==> src/fpex_pkg.sv <==
package fpex_pkg;

	// operation classes
	localparam logic [2:0] OPC_REG_REG = 3'h0;
	localparam logic [2:0] OPC_MEM_REG = 3'h2;
	localparam logic [2:0] OPC_REG_MEM = 3'h3;

	// saved frame formats
	localparam logic [3:0] FMT_PRE = 4'h0;
	localparam logic [3:0] FMT_POST = 4'h3;

	// vector numbers
	localparam logic [7:0] VEC_UNORDERED = 8'h30;
	localparam logic [7:0] VEC_INEXACT = 8'h31;
	localparam logic [7:0] VEC_DIV_ZERO = 8'h32;
	localparam logic [7:0] VEC_UNDERFLOW = 8'h33;
	localparam logic [7:0] VEC_OPERAND_ERR = 8'h34;
	localparam logic [7:0] VEC_OVERFLOW = 8'h35;
	localparam logic [7:0] VEC_SIGNALING_NAN = 8'h36;
	localparam logic [7:0] VEC_UNSUPPORTED = 8'h37;

	// exception bit positions, highest priority in bit 7
	localparam int unsigned EB_UNORDERED = 7;
	localparam int unsigned EB_SIGNALING_NAN = 6;
	localparam int unsigned EB_OPERAND_ERR = 5;
	localparam int unsigned EB_OVERFLOW = 4;
	localparam int unsigned EB_UNDERFLOW = 3;
	localparam int unsigned EB_DIV_ZERO = 2;
	localparam int unsigned EB_INEXACT_RES = 1;
	localparam int unsigned EB_INEXACT_DEC = 0;
	localparam int unsigned EXC_LSB = 8;

	// bits hardware may set, bits that have a nonmaskable form
	localparam logic [7:0] HW_SET_MASK = 8'hFE;
	localparam logic [7:0] NONMASK_MASK = 8'h78;
	localparam logic [7:0] UNDERFLOW_BIT = 8'h08;

	// register byte addresses
	localparam logic [4:0] REG_CTRL = 5'h00;
	localparam logic [4:0] REG_STAT = 5'h04;
	localparam logic [4:0] REG_ETEMP0 = 5'h08;
	localparam logic [4:0] REG_ETEMP1 = 5'h0C;
	localparam logic [4:0] REG_ETEMP2 = 5'h10;
	localparam logic [4:0] REG_FPTEMP0 = 5'h14;
	localparam logic [4:0] REG_FPTEMP1 = 5'h18;
	localparam logic [4:0] REG_FPTEMP2 = 5'h1C;

	// reset values
	localparam logic [7:0] ENABLE_RST = 8'h00;
	localparam logic [7:0] STATUS_RST = 8'h00;
	localparam logic [95:0] TEMP_RST = 96'h0;

	// one instruction's outcome from the execution pipeline
	typedef struct packed {
		logic valid;
		logic [2:0] op_class;
		logic src_denorm;
		logic src_unnorm;
		logic dst_denorm;
		logic dst_unnorm;
		logic src_packed;
		logic dst_packed;
		logic result_denorm;
		logic [7:0] exc_set;
		logic [7:0] nonmask_set;
	} fpex_instr_t;

	// exception request to the integer sequencer
	typedef struct packed {
		logic take;
		logic post;
		logic [3:0] format;
		logic [7:0] vector;
	} fpex_take_t;

	// vector of the exception at a priority index
	function automatic logic [7:0] fpex_vector(input logic [2:0] idx);
		logic [7:0] v;
		v = VEC_INEXACT;
		unique case (idx)
			3'h7: v = VEC_UNORDERED;
			3'h6: v = VEC_SIGNALING_NAN;
			3'h5: v = VEC_OPERAND_ERR;
			3'h4: v = VEC_OVERFLOW;
			3'h3: v = VEC_UNDERFLOW;
			3'h2: v = VEC_DIV_ZERO;
			3'h1: v = VEC_INEXACT;
			3'h0: v = VEC_INEXACT;
		endcase
		return v;
	endfunction

endpackage

==> src/fpex_prio_enc.sv <==
module fpex_prio_enc #(
	parameter int N = 8,
	parameter int IW = 3
) (
	input wire logic [N-1:0] req,
	output logic any,
	output logic [IW-1:0] idx
);

	// highest set bit wins, later iterations override
	always_comb begin
		idx = '0;
		for (int i = 0; i < N; i++) begin
			if (req[i]) begin
				idx = IW'(i);
			end
		end
	end

	assign any = |req;

endmodule

==> src/fpex_detect.sv <==
// Our own choices: the placing of the registers and strobed register access.
module fpex_detect
	import fpex_pkg::*;
(
	input wire logic clock,
	input wire logic rstn,
	input wire fpex_instr_t instr,
	input wire logic [95:0] src_operand,
	input wire logic [95:0] dst_operand,
	input wire logic [4:0] reg_addr,
	input wire logic [31:0] reg_wdata,
	input wire logic reg_wr,
	input wire logic reg_rd,
	output logic [31:0] reg_rdata,
	output fpex_take_t take
);

	logic [7:0] enable_reg;
	logic [7:0] status_reg;
	logic pend_reg;
	logic [7:0] pend_vec_reg;
	logic [95:0] exception_operand_temp_reg;
	logic [95:0] destination_operand_temp_reg;
	logic [31:0] rdata_reg;
	fpex_take_t take_reg;
	logic [7:0] enable_next;
	logic [7:0] status_next;
	fpex_take_t take_next;

	// instruction accepted for execution when nothing is pending
	wire go = instr.valid & ~pend_reg;
	wire ctrl_wr = reg_wr & (reg_addr == REG_CTRL);
	wire stat_wr = reg_wr & (reg_addr == REG_STAT);

	// unsupported operand detection by operation class
	wire odd_operand = instr.src_denorm | instr.src_unnorm
		| instr.dst_denorm | instr.dst_unnorm
		| instr.src_packed | instr.dst_packed;
	wire class_pre = (instr.op_class == OPC_REG_REG)
		| (instr.op_class == OPC_MEM_REG);
	wire class_post = (instr.op_class == OPC_REG_MEM);
	wire unsupp = go & odd_operand & (class_pre | class_post);
	wire exec = go & ~unsupp;

	// status bits set by execution, denormal result as underflow
	wire [7:0] under_bit = instr.result_denorm ? UNDERFLOW_BIT : 8'h00;
	wire [7:0] hw_set = exec ? ((instr.exc_set | under_bit)
		& HW_SET_MASK) : 8'h00;
	wire [7:0] nm = exec ? ((instr.nonmask_set | under_bit)
		& NONMASK_MASK) : 8'h00;
	wire [7:0] trig = hw_set & enable_reg;
	wire [7:0] cand = trig | nm;
	wire hi_any;
	wire [2:0] hi_idx;
	wire [7:0] hi_vec = fpex_vector(hi_idx);
	wire hi_unordered = hi_any & (hi_idx == 3'(EB_UNORDERED));
	wire arm_pend = exec & hi_any & ~hi_unordered & ~(|nm);

	// highest candidate wins
	fpex_prio_enc #(
		.N(8),
		.IW(3)
	) u_prio (
		.req(cand),
		.any(hi_any),
		.idx(hi_idx)
	);

	// software writes; set from execution wins over the write
	assign enable_next = ctrl_wr ? reg_wdata[EXC_LSB +: 8] : enable_reg;
	assign status_next = (stat_wr ? reg_wdata[EXC_LSB +: 8] : status_reg)
		| hw_set;

	// exception decision for this cycle
	always_comb begin
		take_next = '0;
		if (instr.valid && pend_reg) begin
			take_next.take = 1'b1;
			take_next.format = FMT_PRE;
			take_next.vector = pend_vec_reg;
		end else if (unsupp) begin
			take_next.take = 1'b1;
			take_next.post = class_post;
			take_next.format = class_post ? FMT_POST : FMT_PRE;
			take_next.vector = VEC_UNSUPPORTED;
		end else if (exec && hi_unordered) begin
			take_next.take = 1'b1;
			take_next.format = FMT_PRE;
			take_next.vector = VEC_UNORDERED;
		end else if (exec && (|nm)) begin
			take_next.take = 1'b1;
			take_next.post = 1'b1;
			take_next.format = FMT_POST;
			take_next.vector = hi_vec;
		end
	end

	// control and status registers
	always_ff @(posedge clock or negedge rstn) begin
		if (!rstn) begin
			enable_reg <= ENABLE_RST;
			status_reg <= STATUS_RST;
		end else begin
			enable_reg <= enable_next;
			status_reg <= status_next;
		end
	end

	// pending maskable exception until the next instruction
	always_ff @(posedge clock or negedge rstn) begin
		if (!rstn) begin
			pend_reg <= 1'b0;
			pend_vec_reg <= 8'h00;
		end else if (instr.valid && pend_reg) begin
			pend_reg <= 1'b0;
		end else if (arm_pend) begin
			pend_reg <= 1'b1;
			pend_vec_reg <= hi_vec;
		end
	end

	// operand temporaries captured on unsupported operands
	always_ff @(posedge clock or negedge rstn) begin
		if (!rstn) begin
			exception_operand_temp_reg <= TEMP_RST;
			destination_operand_temp_reg <= TEMP_RST;
		end else if (unsupp && instr.src_packed) begin
			destination_operand_temp_reg <= {64'h0, src_operand[95:64]};
			exception_operand_temp_reg <= {32'h0, src_operand[63:0]};
		end else if (unsupp) begin
			exception_operand_temp_reg <= src_operand;
			destination_operand_temp_reg <= dst_operand;
		end
	end

	// read data selection
	wire [31:0] rd_mux =
		(reg_addr == REG_CTRL) ? {16'h0, enable_reg, 8'h00} :
		(reg_addr == REG_STAT) ? {16'h0, status_reg, 7'h00, pend_reg} :
		(reg_addr == REG_ETEMP0) ? exception_operand_temp_reg[31:0] :
		(reg_addr == REG_ETEMP1) ? exception_operand_temp_reg[63:32] :
		(reg_addr == REG_ETEMP2) ? exception_operand_temp_reg[95:64] :
		(reg_addr == REG_FPTEMP0) ? destination_operand_temp_reg[31:0] :
		(reg_addr == REG_FPTEMP1) ? destination_operand_temp_reg[63:32] :
		(reg_addr == REG_FPTEMP2) ? destination_operand_temp_reg[95:64] : 32'h0;

	// registered outputs
	always_ff @(posedge clock or negedge rstn) begin
		if (!rstn) begin
			rdata_reg <= 32'h0;
			take_reg <= '0;
		end else begin
			rdata_reg <= reg_rd ? rd_mux : 32'h0;
			take_reg <= take_next;
		end
	end

	assign reg_rdata = rdata_reg;
	assign take = take_reg;
endmodule

==> config.mk <==
export PLATFORM = sky130hd
export DESIGN_NAME = fpex_detect
export DESIGN_NICKNAME = d
export VERILOG_FILES = /design/src/fpex_pkg.sv /design/src/fpex_prio_enc.sv /design/src/fpex_detect.sv
export SDC_FILE = /design/constraint.sdc
export NUM_CORES = 1
export LEC_CHECK = 0
export BUFFER_PORTS_ARGS = -buffer_cell sky130_fd_sc_hd__buf_2
export CORE_AREA = 10 10 158 160
export DETAILED_ROUTE_END_ITERATION = 16
export DIE_AREA = 0 0 168 170
export PLACE_DENSITY = 0.9
export SYNTH_ARGS = -nofsm -noshare
export SYNTH_HDL_FRONTEND = slang
export SYNTH_SLANG_ARGS = --single-unit
==> constraint.sdc <==
create_clock -name clock -period 2.5 [get_ports clock]
set_clock_uncertainty 0.05 [all_clocks]
set_input_delay 0.25 -clock clock [delete_from_list [all_inputs] [get_ports clock]]
set_output_delay 0.25 -clock clock [all_outputs]
set_load 0.02 [all_outputs]
==> reports/qor.log <==
qor: run_status.status finished, violations left
qor: run_status.failed_checks hold timing
qor: floorplan.top_level_ports 306
qor: routing.drt-total-wl 44.6 mm
qor: layout.multi_input_comb_area 0.00501 mm2
qor: layout.design.final.nets 1797
qor: setup_path.timing.critical_path.required 2860 ps
qor: floorplan.die_area 0.0286 mm2
qor: layout.area.sequential 0.00628 mm2
qor: timing.max_freq 0.446 GHz
qor: setup_path.cp-end-kind flop
qor: clocking.worstSkewPairLatency 540 ps
qor: timing.fin_crit_sh 89.6%
qor: clocking.cts_tree yes
qor: routing.vias 11000
qor: yosys.netlist_area 0.0117 mm2
qor: yosys.number_of_instances_in_the_synthesized_netlist 1095
qor: yosys.post_synthesis_async_set_or_reset_flop_share 100%
qor: global_route.antenna_found_initial 11
qor: yosys.synth_top_flop_cell sky130_fd_sc_hd__dfrtp_1
qor: yosys.synthesized_area_per_cell 10.7 um2
qor: layout.area_delta_synth_final 38.8%
qor: setup_path.timing_worst_setup_path_type in -> reg
qor: timing.final_report_setup_violation_count 0
qor: yosys.yosysWarningCount 0
qor: power_and_ir_drop.powerDensity 704 mW/mm2
qor: yosys.synth_enable_flop_cells 0
qor: placed_design.io_buffers 271
qor: clocking.htree_depth 1
qor: clocking.clk_pin_slew 60 ps
qor: yosys.ys_top_cells_by_area sky130_fd_sc_hd__dfrtp_1 (54%), sky130_fd_sc_hd__o21ai_0 (6.7%), sky130_fd_sc_hd__mux2_2 (6.0%)
qor: routing.drt_drc_violations_left 0
qor: yosys.yosysMostFrequentCell sky130_fd_sc_hd__dfrtp_1
qor: power_and_ir_drop.peakVddDrop 0.518 mV
qor: floorplan.die_ht 170 um
qor: routing.first_pass_iters 6
qor: setup_path.crit_arrival 2610 ps
qor: timing.slew_headroom 48.6%
qor: placed_design.hpwl 25.6 mm
qor: yosys.yosysTopAreaCellShare 53.6%
qor: global_route.overflow 0
qor: floorplan.floorplan.die.width 168 um
qor: timing.hold_ws -16.0 ps
qor: timing.finalMaxSlewViolations 0
qor: setup_path.worstSetupStartpointType input pin
qor: yosys.synth.top_cells.by_count sky130_fd_sc_hd__dfrtp_1 (251), sky130_fd_sc_hd__o21ai_0 (156), sky130_fd_sc_hd__nand2_1 (142)
qor: global_route.grt_use_total 30.0%
qor: yosys.yosysSeqAreaShare 53.6%
qor: yosys.post-synth-top-area-cell sky130_fd_sc_hd__dfrtp_1
qor: yosys.synth.lib_cells_used.distinct 45
qor: clocking.cts.sink_count 251
qor: timing.period_needed 2240 ps
qor: routing.dr.first_iter.drc_count 1492
qor: yosys.synth_seq_cells 251
qor: global_route.via_count_of_the_first_global_routing_pass 11700
qor: floorplan.core_area 0.0217 mm2
qor: timing.pin_slew_with_the_least_headroom_to_its_limit 771 ps
qor: clocking.root_buffer sky130_fd_sc_hd__clkbuf_16
qor: timing.final.setup.worst_slack 259 ps
qor: floorplan.floorplan.initialDensity 54.1%
qor: routing.routed_via_density 5.94
qor: power_and_ir_drop.total_leakage_power 0.00768 uW
qor: routing.antenna_left 0
qor: global_route.largest_net_degree_at_the_start_of_global_routing 92
qor: job.max-cap-violations 0
qor: clocking.cts-buffers-inserted 27
qor: global_route.wire_length_of_the_first_global_routing_pass 67.7 mm
qor: clocking.cts_buffer_depth 3
qor: timing.final.setup.tns 0 ps
qor: placed_design.dpl_worst_slack 306 ps
qor: clocking.cts_resized 0
qor: routing.routedWlPerCell 24.1 um
qor: min_path.worst_hold_path_type in -> reg
qor: floorplan.num_rows 54
qor: layout.layout-drive-gt1-share 29.2%
qor: layout.fillerInstances 1269
qor: timing.hold_viol_final 2
qor: setup_path.maximum_net_fanout_on_the_critical_path 9
qor: placed_design.gpl_congestion 0.885
qor: timing.grt_setup_unrepaired no
[placed cells by master (no fill, tap or decap), types with 6 or more instances in the layout]
cell	n
sky130_fd_sc_hd__nor2b_1	8
sky130_fd_sc_hd__a22oi_1	38
sky130_fd_sc_hd__mux2_4	32
sky130_fd_sc_hd__dfrtp_1	251
sky130_fd_sc_hd__buf_12	7
sky130_fd_sc_hd__o21ai_0	156
sky130_fd_sc_hd__diode_2	14
sky130_fd_sc_hd__clkbuf_16	27
sky130_fd_sc_hd__a21oi_1	73
sky130_fd_sc_hd__buf_2	269
sky130_fd_sc_hd__nand2_1	142
sky130_fd_sc_hd__mux2i_1	43
sky130_fd_sc_hd__a221o_1	6
sky130_fd_sc_hd__mux2_2	62
sky130_fd_sc_hd__nor2_1	36
sky130_fd_sc_hd__buf_4	22
sky130_fd_sc_hd__nand2b_1	99
sky130_fd_sc_hd__mux4_2	9
sky130_fd_sc_hd__dlygate4sd3_1	196
[final timing paths]
kind / startpoint / endpoint / slack, ps / depth (start not counted)
setup / recovery: instr[23] / status_reg[4] / 260 / 6
hold / removal: dst_operand[60] / destination_operand_temp_reg[60] / -20 / 3
setup reg to reg: pend_reg / status_reg[4] / 300 / 4
hold reg to reg: pend_vec_reg[4] / pend_vec_reg[4] / 420 / 1
max in group asynchronous: rstn / take[2] / 1320 / 3
min in group asynchronous: rstn / destination_operand_temp_reg[73] / 190 / 2
[per-layer routing]
| layer | wire length (um) | global-route usage [%] | up-vias |
|---|---|---|---|
| li1 | - | - | 4689 |
| met1 | 16500 | 35.9 | 5263 |
| met2 | 21200 | 47.9 | 781 |
| met3 | 3820 | 7.69 | 265 |
| met4 | 3110 | 18.5 | 0 |
| met5 | 0 | 0 | - |
[timing repair]
| action | in CTS | in global routing |
|---|---|---|
| hold buffers | 196 | 0 |
| setup buffers | 0 | 0 |
| hold endpoints to repair | 254 | 0 |
[critical path, stage by stage]
cell,delay [ps]
sky130_fd_sc_hd__dlygate4sd3_1,540
sky130_fd_sc_hd__buf_2,130
sky130_fd_sc_hd__a221o_2,430
sky130_fd_sc_hd__and2_1,290
sky130_fd_sc_hd__a221o_1,400
sky130_fd_sc_hd__dlygate4sd3_1,560
[kinds of logic (layout without fill, tap and decap cells)]
family | after synthesis | count (layout) | share of synthesized area, %
other | 1 | 19 | 0.0320
multiplexers | 148 | 148 | 15.6
buffers and inverters | 91 | 549 | 3.99
flip-flops | 251 | 251 | 53.6
AND/OR/NAND/NOR | 310 | 310 | 12.7
AO/OA/AOI/OAI | 294 | 294 | 14.0
[area by class of cell]
type | count | share of cell area (%)
inverter | 5 | 0.115
clock buffer | 33 | 4.47
tap | 280 | 2.15
sequential | 251 | 38.6
clock inverter | 16 | 1.42
timing repair buffer | 495 | 22.3
antenna | 14 | 0.215
multi-input combinational | 757 | 30.8
[power breakdown]
group          total (uW)  switching [uW]  internal (uW)
clock network        4400            1800           2610
logic                1970             965           1000
registers            5080             429           4650
total               11500            3190           8260
[per-stage QoR]
stage | hold slack (ps) | total power (uW) | util [%] | instances | instance area (um2)
global placement | 155 | 6540 | 61.4 | 1592 | 13300
CTS | 2.52 | 11200 | 74.9 | 1837 | 16200
global route | 8.11 | 11800 | 75.0 | 1847 | 16300
detailed placement | 162 | 6660 | 61.4 | 1592 | 13300
floorplan | -95.6 | 5980 | - | 1099 | 11700
finish | -16.0 | 11500 | 75.1 | 1851 | 16300
(Power assumes the default switching activity.)
